<file path="src/common/tdxext_pkg.sv">
package tdxext_pkg;
  // ****************************************
  // Register offsets
  // ****************************************
  localparam logic [7:0] ADDR_BRK_SRC = 8'h90;
  localparam logic [7:0] ADDR_WDG_PERIOD = 8'h94;
  localparam logic [7:0] ADDR_REPEAT_SECOND = 8'h98;
  localparam logic [7:0] ADDR_DEADTIME_SECOND = 8'h9c;
  localparam logic [7:0] ADDR_DECODER_INDEX = 8'ha0;
  localparam logic [7:0] ADDR_PRELOAD_CTRL = 8'ha4;
  localparam logic [7:0] ADDR_PRELOAD_VALUE = 8'ha8;
  localparam logic [7:0] ADDR_CONFIG = 8'hac;
  localparam logic [7:0] ADDR_STATUS = 8'hb0;
  // ****************************************
  // Reset values and writable masks
  // ****************************************
  localparam logic [31:0] RST_WDG_PERIOD = 32'hffffffff;
  localparam logic [31:0] RST_ZERO = 32'h00000000;
  localparam logic [31:0] MASK_BRK_SRC = 32'h0000ff87;
  localparam logic [31:0] MASK_DEADTIME = 32'h000300ff;
  localparam logic [31:0] MASK_DECODER = 32'h07ff00e7;
  localparam logic [31:0] MASK_PRELOAD_CTRL = 32'h00000003;
  localparam logic [31:0] MASK_PRELOAD_VALUE = 32'h0000ffff;
  localparam logic [31:0] MASK_CONFIG = 32'h0000003f;
  // ****************************************
  // Field positions
  // ****************************************
  localparam int BIT_DT_LIVE = 17;
  localparam int BIT_DT_ASYM = 16;
  localparam int BIT_FIRST_INDEX = 5;
  localparam int BIT_INDEX_EN = 0;
  localparam int BIT_SOFT_SYNC = 2;
  localparam int BIT_PRELOAD_DIR = 1;
  localparam int BIT_PRELOAD_EN = 0;
  localparam int BIT_CFG_REPSEL = 0;
  localparam int BIT_CFG_DDEN = 1;
  localparam int BIT_CFG_DDIE = 2;
  localparam logic [1:0] PROTECTION_LEVEL_OPEN = 2'h0;
  localparam logic [1:0] DIR_BOTH = 2'h0;
  localparam logic [1:0] DIR_UP = 2'h1;
  localparam logic [1:0] DIR_DOWN = 2'h2;
  localparam logic [2:0] DECODER_MODE_AB_MAX = 3'h4;
  localparam logic [2:0] DECODER_MODE_CLK_MAX = 3'h3;
  typedef enum logic [1:0] {PULSE_IDLE, PULSE_HIGH} tdxext_pulse_e;
endpackage

</file>
<file path="src/logic/tdxext_top.sv">
`timescale 1ns/10ps
// Notes on behaviour
// Comparator gate bits 9..15 and 7 pass comparators 0..6 and 7 into second break.
// Bit 8 gates the filter-unit break into second break.
// Bits 2:0 gate break pins 0..2 into second break.
// Break gates and dead-time bits write only while protection level is 00.
// Watchdogs time out at period; set disconnect flag, interrupt if enabled.
// Period used only with disconnect detection enabled.
// Second repeat value readable; update each time repeat counter hits zero.
// Second repeat value used only when select bit is 1.
// Live dead-time update: writes after last update ignored while running.
// Asymmetric bit picks falling dead time from second register; here DEADTIME_FALL holds its last value instead.
// Dead-time code decoded into tDTS units by top three bits.
// Pulse clock is 2^prescale cycles; pulse lasts width of those.
// Mode 4: index position picks AB state for counter reset.
// Modes 0..3: low position bit picks clock level for reset.
// First-index bit limits reset to the first index only.
// Direction field: both, up only, down only, reserved.
// Software changes direction only while index reset is disabled.
// Index reset enable bit gates every index reset.
// Soft sync bit pulses a sync event, self clears, reads zero.
// After sync load, direction comes from preload direction in center modes.
// Preload enable lets sync events load the 16-bit preload value.
// Software uses full 32-bit word accesses only.
// Reserved bits read zero; writes to them ignored.
module tdxext_top
  import tdxext_pkg::*;
#(
  parameter int REP_W = 32
) (
  // Clock and reset
  input wire logic CORE_CLK,
  input wire logic RST,
  // APB slave
  input wire logic PSEL,
  input wire logic PENABLE,
  input wire logic PWRITE,
  input wire logic [7:0] PADDR,
  input wire logic [31:0] PWDATA,
  output logic [31:0] PRDATA,
  output logic PREADY,
  output logic PSLVERR,
  // Timer core context
  input wire logic [1:0] PROTECTION_LEVEL,
  input wire logic COUNTER_ENABLE,
  input wire logic UPDATE_EVENT,
  input wire logic COUNT_TICK,
  input wire logic [1:0] CENTER_ALIGN_MODE,
  input wire logic COUNT_DOWN,
  input wire logic [2:0] DECODER_MODE,
  input wire logic HW_SYNC,
  // Break sources
  input wire logic [7:0] BRK_B_COMPARATOR,
  input wire logic BRK_B_FILTER_UNIT,
  input wire logic [2:0] BRK_B_PIN,
  // Encoder signals
  input wire logic ENC_A,
  input wire logic ENC_B,
  input wire logic ENC_INDEX,
  input wire logic ENC_A_EDGE,
  input wire logic ENC_B_EDGE,
  // Results to the core
  output logic BRK_B_OUT,
  output logic [7:0] DEADTIME_RISE,
  output logic [7:0] DEADTIME_FALL,
  output logic [11:0] DEADTIME_RISE_TICKS,
  output logic [11:0] DEADTIME_FALL_TICKS,
  output logic REPEAT_UPDATE,
  output logic INDEX_RESET,
  output logic INDEX_PULSE,
  output logic PRELOAD_LOAD,
  output logic [15:0] PRELOAD_VALUE_OUT,
  output logic PRELOAD_DIR_UP,
  output logic DISCONNECT_FLAG,
  output logic DISCONNECT_IRQ
);

  // ****************************************
  // Functions
  // ****************************************
  // Dead-time code to ticks of tDTS
  function automatic logic [11:0] dt_ticks(input logic [7:0] code);
    logic [11:0] t;
    t = 12'h000;
    if (!code[7]) t = {4'h0, code};
    else if (!code[6]) t = {5'h00, 1'b1, code[5:0]} << 1;
    else if (!code[5]) t = {6'h00, 1'b1, code[4:0]} << 3;
    else t = {6'h00, 1'b1, code[4:0]} << 4;
    return t;
  endfunction

  function automatic logic [31:0] merge(input logic [31:0] old, input logic [31:0] wd,
                                        input logic [31:0] mask);
    return (old & ~mask) | (wd & mask);
  endfunction

  // ****************************************
  // Registers
  // ****************************************
  logic [31:0] brk_src;
  logic [31:0] wdg_period;
  logic [REP_W-1:0] repeat_value_second;
  logic [31:0] deadtime_reg;
  logic [31:0] decoder_reg;
  logic [31:0] preload_ctrl;
  logic [31:0] preload_value;
  logic [31:0] config_reg;
  logic soft_sync_trigger;
  logic dt_written_since_update;
  logic [REP_W-1:0] rep_count;
  logic [31:0] wdg_cnt_a;
  logic [31:0] wdg_cnt_b;
  logic first_index_seen;
  logic [6:0] pre_cnt;
  logic [7:0] width_cnt;
  tdxext_pulse_e pulse_state;

  wire wr = PSEL && PENABLE && PWRITE;
  wire protection_level_open = (PROTECTION_LEVEL == PROTECTION_LEVEL_OPEN);
  wire dt_locked = deadtime_reg[BIT_DT_LIVE] && COUNTER_ENABLE && dt_written_since_update;
  wire repsel = config_reg[BIT_CFG_REPSEL];
  wire dd_en = config_reg[BIT_CFG_DDEN];
  wire sync_event = HW_SYNC || soft_sync_trigger;

  // Register writes, APB access at the access phase
  always_ff @(posedge CORE_CLK or posedge RST) begin
    if (RST) begin
      brk_src <= RST_ZERO;
      wdg_period <= RST_WDG_PERIOD;
      repeat_value_second <= '0;
      deadtime_reg <= RST_ZERO;
      decoder_reg <= RST_ZERO;
      preload_ctrl <= RST_ZERO;
      preload_value <= RST_ZERO;
      config_reg <= RST_ZERO;
    end else if (wr) begin
      case (PADDR)
        ADDR_BRK_SRC: begin
          if (protection_level_open) brk_src <= merge(brk_src, PWDATA, MASK_BRK_SRC);
        end
        ADDR_WDG_PERIOD: wdg_period <= PWDATA;
        ADDR_REPEAT_SECOND: repeat_value_second <= PWDATA[REP_W-1:0];
        ADDR_DEADTIME_SECOND: begin
          if (protection_level_open) deadtime_reg <= merge(deadtime_reg, PWDATA, MASK_DEADTIME);
        end
        ADDR_DECODER_INDEX: begin
          // Direction field frozen while index reset is on
          if (decoder_reg[BIT_INDEX_EN]) begin
            decoder_reg <= merge(decoder_reg, PWDATA, MASK_DECODER & ~32'h00000006);
          end else begin
            decoder_reg <= merge(decoder_reg, PWDATA, MASK_DECODER);
          end
        end
        ADDR_PRELOAD_CTRL: preload_ctrl <= merge(preload_ctrl, PWDATA, MASK_PRELOAD_CTRL);
        ADDR_PRELOAD_VALUE: preload_value <= merge(preload_value, PWDATA, MASK_PRELOAD_VALUE);
        ADDR_CONFIG: config_reg <= merge(config_reg, PWDATA, MASK_CONFIG);
        default: ;
      endcase
    end
  end

  // Soft sync is a one-cycle strobe; never stored as a readable bit
  always_ff @(posedge CORE_CLK or posedge RST) begin
    if (RST) soft_sync_trigger <= 1'b0;
    else soft_sync_trigger <= wr && (PADDR == ADDR_PRELOAD_CTRL) && PWDATA[BIT_SOFT_SYNC];
  end

  // APB read data and ready; zero wait states
  always_ff @(posedge CORE_CLK or posedge RST) begin
    if (RST) begin
      PRDATA <= RST_ZERO;
      PREADY <= 1'b0;
      PSLVERR <= 1'b0;
    end else begin
      PREADY <= PSEL && !PENABLE;
      PSLVERR <= 1'b0;
      PRDATA <= RST_ZERO;
      if (PSEL && !PENABLE && !PWRITE) begin
        case (PADDR)
          ADDR_BRK_SRC: PRDATA <= brk_src;
          ADDR_WDG_PERIOD: PRDATA <= wdg_period;
          ADDR_REPEAT_SECOND: PRDATA <= 32'(repeat_value_second);
          ADDR_DEADTIME_SECOND: PRDATA <= deadtime_reg;
          ADDR_DECODER_INDEX: PRDATA <= decoder_reg;
          ADDR_PRELOAD_CTRL: PRDATA <= preload_ctrl;
          ADDR_PRELOAD_VALUE: PRDATA <= preload_value;
          ADDR_CONFIG: PRDATA <= config_reg;
          ADDR_STATUS: PRDATA <= {31'h0, DISCONNECT_FLAG};
          default: PRDATA <= RST_ZERO;
        endcase
      end
    end
  end

  // ****************************************
  // Second break path
  // ****************************************
  always_ff @(posedge CORE_CLK or posedge RST) begin
    if (RST) BRK_B_OUT <= 1'b0;
    else BRK_B_OUT <= |(BRK_B_COMPARATOR & {brk_src[7], brk_src[15:9]}) ||
                      |(BRK_B_PIN & brk_src[2:0]) || (BRK_B_FILTER_UNIT && brk_src[8]);
  end

  // ****************************************
  // Dead time
  // ****************************************
  // Track writes since last update so live mode can hold them back until the next update
  always_ff @(posedge CORE_CLK or posedge RST) begin
    if (RST) dt_written_since_update <= 1'b0;
    else if (UPDATE_EVENT) dt_written_since_update <= 1'b0;
    else if (wr && PADDR == ADDR_DEADTIME_SECOND && protection_level_open) dt_written_since_update <= 1'b1;
  end

  // Active dead-time values; held while writes are invalidated
  always_ff @(posedge CORE_CLK or posedge RST) begin
    if (RST) begin
      DEADTIME_RISE <= 8'h00;
      DEADTIME_FALL <= 8'h00;
      DEADTIME_RISE_TICKS <= 12'h000;
      DEADTIME_FALL_TICKS <= 12'h000;
    end else begin
      if (!dt_locked) begin
        DEADTIME_RISE <= deadtime_reg[7:0];
        DEADTIME_RISE_TICKS <= dt_ticks(deadtime_reg[7:0]);
        // Second field of the falling edge lives outside; asymmetric keeps it separate
        DEADTIME_FALL <= deadtime_reg[BIT_DT_ASYM] ? DEADTIME_FALL : deadtime_reg[7:0];
        DEADTIME_FALL_TICKS <= deadtime_reg[BIT_DT_ASYM] ?
                               DEADTIME_FALL_TICKS : dt_ticks(deadtime_reg[7:0]);
      end
    end
  end

  // ****************************************
  // Second repetition counter
  // ****************************************
  always_ff @(posedge CORE_CLK or posedge RST) begin
    if (RST) begin
      rep_count <= '0;
      REPEAT_UPDATE <= 1'b0;
    end else begin
      REPEAT_UPDATE <= 1'b0;
      if (repsel && COUNT_TICK) begin
        if (rep_count == '0) begin
          REPEAT_UPDATE <= 1'b1;
          rep_count <= repeat_value_second;
        end else begin
          rep_count <= rep_count - 1'b1;
        end
      end
    end
  end

  // ****************************************
  // Disconnection watchdogs
  // ****************************************
  // One watchdog each for encoder lines A and B; an edge restarts it
  always_ff @(posedge CORE_CLK or posedge RST) begin
    if (RST) begin
      wdg_cnt_a <= 32'h0;
      wdg_cnt_b <= 32'h0;
    end else if (!dd_en) begin
      wdg_cnt_a <= 32'h0;
      wdg_cnt_b <= 32'h0;
    end else begin
      wdg_cnt_a <= (ENC_A_EDGE || wdg_cnt_a == wdg_period) ? 32'h0 : wdg_cnt_a + 1'b1;
      wdg_cnt_b <= (ENC_B_EDGE || wdg_cnt_b == wdg_period) ? 32'h0 : wdg_cnt_b + 1'b1;
    end
  end

  // Flag set beats a clear written in the same cycle
  always_ff @(posedge CORE_CLK or posedge RST) begin
    if (RST) begin
      DISCONNECT_FLAG <= 1'b0;
      DISCONNECT_IRQ <= 1'b0;
    end else begin
      if (dd_en && ((wdg_cnt_a == wdg_period && !ENC_A_EDGE) ||
                    (wdg_cnt_b == wdg_period && !ENC_B_EDGE))) DISCONNECT_FLAG <= 1'b1;
      else if (wr && PADDR == ADDR_STATUS && PWDATA[0]) DISCONNECT_FLAG <= 1'b0;
      DISCONNECT_IRQ <= DISCONNECT_FLAG && config_reg[BIT_CFG_DDIE];
    end
  end

  // ****************************************
  // Index reset
  // ****************************************
  logic idx_pos_ok;
  logic idx_dir_ok;
  always_comb begin
    idx_pos_ok = 1'b1;
    if (DECODER_MODE <= DECODER_MODE_CLK_MAX) idx_pos_ok = (ENC_A == decoder_reg[6]);
    else if (DECODER_MODE <= DECODER_MODE_AB_MAX)
      idx_pos_ok = ({ENC_A, ENC_B} == decoder_reg[7:6]);
    case (decoder_reg[2:1])
      DIR_BOTH: idx_dir_ok = 1'b1;
      DIR_UP: idx_dir_ok = !COUNT_DOWN;
      DIR_DOWN: idx_dir_ok = COUNT_DOWN;
      default: idx_dir_ok = 1'b0;
    endcase
  end

  wire idx_hit = ENC_INDEX && decoder_reg[BIT_INDEX_EN] && idx_pos_ok && idx_dir_ok &&
                 !(decoder_reg[BIT_FIRST_INDEX] && first_index_seen);

  always_ff @(posedge CORE_CLK or posedge RST) begin
    if (RST) begin
      first_index_seen <= 1'b0;
      INDEX_RESET <= 1'b0;
    end else begin
      INDEX_RESET <= idx_hit;
      if (!decoder_reg[BIT_INDEX_EN]) first_index_seen <= 1'b0;
      else if (idx_hit) first_index_seen <= 1'b1;
    end
  end

  // Output pulse generator: prescaled clock, width in those ticks
  wire pre_tick = (pre_cnt == 7'((1 << decoder_reg[26:24]) - 1));
  always_ff @(posedge CORE_CLK or posedge RST) begin
    if (RST) begin
      pre_cnt <= 7'h00;
      width_cnt <= 8'h00;
      pulse_state <= PULSE_IDLE;
      INDEX_PULSE <= 1'b0;
    end else begin
      pre_cnt <= pre_tick ? 7'h00 : pre_cnt + 1'b1;
      case (pulse_state)
        PULSE_IDLE: begin
          if (idx_hit && decoder_reg[23:16] != 8'h00) begin
            pulse_state <= PULSE_HIGH;
            width_cnt <= decoder_reg[23:16];
            pre_cnt <= 7'h00;
            INDEX_PULSE <= 1'b1;
          end
        end
        PULSE_HIGH: begin
          if (pre_tick) begin
            if (width_cnt == 8'h01) begin
              pulse_state <= PULSE_IDLE;
              INDEX_PULSE <= 1'b0;
            end
            width_cnt <= width_cnt - 1'b1;
          end
        end
        default: pulse_state <= PULSE_IDLE;
      endcase
    end
  end

  // ****************************************
  // Counter preload on sync
  // ****************************************
  always_ff @(posedge CORE_CLK or posedge RST) begin
    if (RST) begin
      PRELOAD_LOAD <= 1'b0;
      PRELOAD_VALUE_OUT <= 16'h0000;
      PRELOAD_DIR_UP <= 1'b0;
    end else begin
      PRELOAD_LOAD <= sync_event && preload_ctrl[BIT_PRELOAD_EN];
      PRELOAD_VALUE_OUT <= preload_value[15:0];
      // Direction only matters in center-aligned modes
      PRELOAD_DIR_UP <= (CENTER_ALIGN_MODE != 2'h0) ? preload_ctrl[BIT_PRELOAD_DIR] : 1'b1;
    end
  end

  // ****************************************
  // Checks
  // ****************************************
  a_protection_level_blocks_write: assert property (@(posedge CORE_CLK) disable iff (RST)
    wr && PADDR == ADDR_BRK_SRC && !protection_level_open |=> $stable(brk_src))
    else $error("break gates changed under protection");
  a_soft_sync_load: assert property (@(posedge CORE_CLK) disable iff (RST)
    wr && PADDR == ADDR_PRELOAD_CTRL && PWDATA[BIT_SOFT_SYNC] && PWDATA[BIT_PRELOAD_EN] |=>
      ##1 PRELOAD_LOAD)
    else $error("soft sync did not load");
  a_no_load_disabled: assert property (@(posedge CORE_CLK) disable iff (RST)
    !preload_ctrl[0] && $stable(preload_ctrl) |=> !PRELOAD_LOAD)
    else $error("load without enable");
  a_index_off: assert property (@(posedge CORE_CLK) disable iff (RST)
    !decoder_reg[0] |=> !INDEX_RESET)
    else $error("index reset while disabled");
  a_flag_on_timeout: assert property (@(posedge CORE_CLK) disable iff (RST)
    dd_en && wdg_cnt_a == wdg_period && !ENC_A_EDGE |=> DISCONNECT_FLAG)
    else $error("timeout lost");
  a_no_dd_no_flag: assert property (@(posedge CORE_CLK) disable iff (RST)
    !dd_en && !DISCONNECT_FLAG |=> !DISCONNECT_FLAG)
    else $error("flag without detection");
  a_repsel_gate: assert property (@(posedge CORE_CLK) disable iff (RST)
    !repsel |=> !REPEAT_UPDATE)
    else $error("second repeat used unselected");
  a_dt_decode: assert property (@(posedge CORE_CLK) disable iff (RST)
    !dt_locked && deadtime_reg[7:5] == 3'b111 |=>
      DEADTIME_RISE_TICKS == {6'h00, 1'b1, $past(deadtime_reg[4:0])} * 12'd16)
    else $error("dead-time decode wrong");
  a_sync_read_zero: assert property (@(posedge CORE_CLK) disable iff (RST)
    PREADY && !PWRITE && PADDR == ADDR_PRELOAD_CTRL |-> PRDATA[2] == 1'b0)
    else $error("soft sync reads one");
endmodule // tdxext_top

</file>
<file path="config.mk">
export PLATFORM = sky130hd
export DESIGN_NAME = tdxext_top
export DESIGN_NICKNAME = d
export VERILOG_FILES = /design/src/common/tdxext_pkg.sv /design/src/logic/tdxext_top.sv
export SDC_FILE = /design/constraint.sdc
export NUM_CORES = 1
export LEC_CHECK = 0
export ABC_CLOCK_PERIOD_IN_PS = 27400
export BUFFER_PORTS_ARGS = -buffer_cell sky130_fd_sc_hd__buf_4
export CORE_MARGIN = 1.5
export CORE_UTILIZATION = 64
export DETAILED_ROUTE_END_ITERATION = 10
export PLACE_DENSITY = 0.86
export SYNTH_ARGS = -nofsm -noshare
export SYNTH_HDL_FRONTEND = slang
export SYNTH_SLANG_ARGS = --single-unit
</file>
<file path="constraint.sdc">
create_clock -name CORE_CLK -period 27.4 [get_ports CORE_CLK]
set_clock_uncertainty 0.2 [all_clocks]
set_input_delay 8.22 -clock CORE_CLK [delete_from_list [all_inputs] [get_ports CORE_CLK]]
set_output_delay 8.22 -clock CORE_CLK [all_outputs]
set_load 0.005 [all_outputs]
</file>
==> reports/results.txt <==
run status: finished clean
min cycle time layout: 10.68 ns
largest net degree at the start of global routing: 88
setup repair bufs after CTS: 0
Post-synth EDFFs: 0
dpl ws: 16.29 ns
Pre-antenna DRT Iters: 6
fin crit share: 38.96%
switching pwr: 0.2908 mW
fin nets: 1699
ys flop type: dfrtp_1
Max Cap Viol: 0
Reg power frac: 47.0%
CP Class: in2reg
max-slew violation count: 0
Setup crit end kind: flop
die width: 159.8 um
area grow syn2layout: 16.52%
CP Max Fanout: 19
unrepaired setup endpoints after global routing: no
number of global-route vias before repair: 12.52k
GRT Residual Overflow: 0
per-cell routed wire length: 22.17 um
vias: 12.48k
CP peak stage delay: 0.69 ns
flops & latches, synth: 334
leading area contributor after synthesis: dfrtp_1
most common cell after layout, fill and taps aside: dfrtp_1
Sw Ratio: 26.00%
Post-Syn Area: 0.01574 mm2
final setup fails: 0
Clock transition at path regs: 0.07 ns
Via density: 6.333
FP Rows: 57
Setup crit start kind: input pin
worst skew pair latency: 0.52 ns
post-CTS sizing: 0
worst path cell trace: buf_4 -> nor2_1 -> nand2_1 -> nor2_2 -> nand2_1 -> nor2_1 -> mux2_2
Req. time, crit path: 27.60 ns
layout cell share with drive strength beyond 1: 26.08%
worst setup margin: 16.72 ns
Comb power frac: 11.1%
Cells after Synth: 1468
Hold WC Path Type: reg2reg
Leak Pwr: 8.788 nW
GP Congestion: 0.9465
CTS H-tree depth: 2
Clk pwr share: 41.9%
Worst Max-Slew Pin Slew: 1.065 ns
crit path DAT: 10.88 ns
Worst slew margin: 28.97%
port bufs: 166
slowest CP cell: nand2_1
first-pass GRT wire length: 69030 um
Yosys warning count: 0
Detailed Route WL: 43680 um
Initial Util: 64.92%
total power: 1.119 mW
peak supply drop: 0.05576 mV
Syn Area/Cell: 10.72 um2
DPL Wire Length: 30320 um
most frequent cells in the layout: 302 x dfrtp_1, 180 x buf_4, 154 x nor2_1, 138 x nand2_1, 125 x mux2_2
cts bufs inserted: 35
Area contributors post-synth: dfrtp_1 48%, mux2_2 8.9%, xor2_1 5.4%, dfstp_2 5.3%, nor2_1 3.7%
Hold WS: 0.2041 ns
Antenna Violating Nets Remaining: 0
ys async rst share: 100.0%
Fin. Hold Viols: 0
core area: 0.02425 mm2
max frequency: 0.09367 GHz
CTS tree: yes
clk sinks: 334
clock buffer depth: 3
first-iteration detailed-routing DRC count: 1577
die area: 0.02555 mm2
post-synthesis sequential area ratio: 53.35%
DRC Markers: 0
Post-DP Area: 0.01720 mm2
Power Density: 60.97 mW/mm2
Yosys top cell area share: 48.01%
hold-fix buffers at CTS: 0
Die Y: 159.8 um
Internal: 0.8277 mW
post-route cell area: 0.01834 mm2
Unique masters post-synth: 80
clk root buf: clkbuf_16
setup_tns: 0 ns
num ports: 172
Overall Global Routing Usage: 34.63%
initial antenna violation count: 0
-- synth_stat cells, types with 10 or more instances --
| master | n |
|---|---|
| a21oi_1 | 92 |
| a221oi_1 | 10 |
| a22oi_1 | 36 |
| and3_1 | 20 |
| buf_2 | 12 |
| clkbuf_1 | 42 |
| dfrtp_1 | 302 |
| dfstp_2 | 32 |
| inv_1 | 27 |
| mux2_2 | 125 |
| mux2i_1 | 16 |
| nand2_1 | 138 |
| nand3_1 | 47 |
| nand4_1 | 17 |
| nor2_1 | 154 |
| nor3_1 | 23 |
| nor4_1 | 26 |
| o21ai_0 | 50 |
| o22ai_1 | 10 |
| xnor2_1 | 35 |
| xor2_1 | 97 |
-- per-layer routing --
layer  track usage (%)  up-vias  part of all wire (%)
li1                  -     5477                     -
met1             47.10     6136                    39
met2             56.13      730                    48
met3             5.948      133                   9.0
met4             13.51        0                   3.7
met5                 0        -                     0
-- power groups by stage --
stage	Combinational (mW)	Clock (mW)	Sequential, mW
after floorplan	0.0907	0	0.528
after global placement	0.116	0	0.533
after detailed placement	0.122	0	0.533
after CTS	0.123	0.470	0.525
after global routing	0.136	0.490	0.527
final	0.124	0.468	0.526
-- layout make-up --
type	count	area, um2
clock inverter	8	57.56
tap	324	405.4
antenna	1	2.502
multi-input combinational	1040	6934
fill	1582	5904
clock buffer	56	1086
sequential	334	8398
timing repair buffer	180	1351
inverter	27	108.9
-- cell families (layout without fill, tap and decap cells) --
group | count (synthesis) | after routing | synth area share, %
AOI/OAI and AO/OA | 269 | 269 | 11.00
xor gates and xnor gates | 132 | 132 | 7.344
adders and majority gates | 7 | 7 | 0.5563
buffers and inverters | 98 | 271 | 2.821
DFF | 334 | 334 | 53.35
muxes | 141 | 141 | 9.959
other | 1 | 6 | 0.02382
and+or+nand+nor | 486 | 486 | 14.95
-- through the flow --
stage	util (%)	cells
2_1_floorplan	-	1472
3_3_place_gp	70.92	1905
3_5_place_dp	70.92	1905
4_1_cts	75.64	1969
5_1_grt	75.64	1969
6_report	75.65	1970
-- critical path: cells and delay by family --
kind	cells	cell delay [ns]
buffers and inverters	1	0.21
muxes	1	0.38
and+or+nand+nor	5	2.06
-- final timing paths --
check                                        end  depth (start not counted)              from  slack (ns)
max                               decoder_reg[1]                          7          PADDR[2]       16.72
min in group asynchronous  PRELOAD_VALUE_OUT[14]                          2               RST        7.59
min reg2reg                 PRELOAD_VALUE_OUT[0]                          0  preload_value[0]        0.20
max reg2reg                        rep_count[31]                          5      rep_count[2]       24.71
max in group asynchronous           wdg_cnt_a[0]                          4               RST       16.95
min                         PRELOAD_VALUE_OUT[0]                          0  preload_value[0]        0.20
No activity file was read; power rests on OpenSTA's default activity.
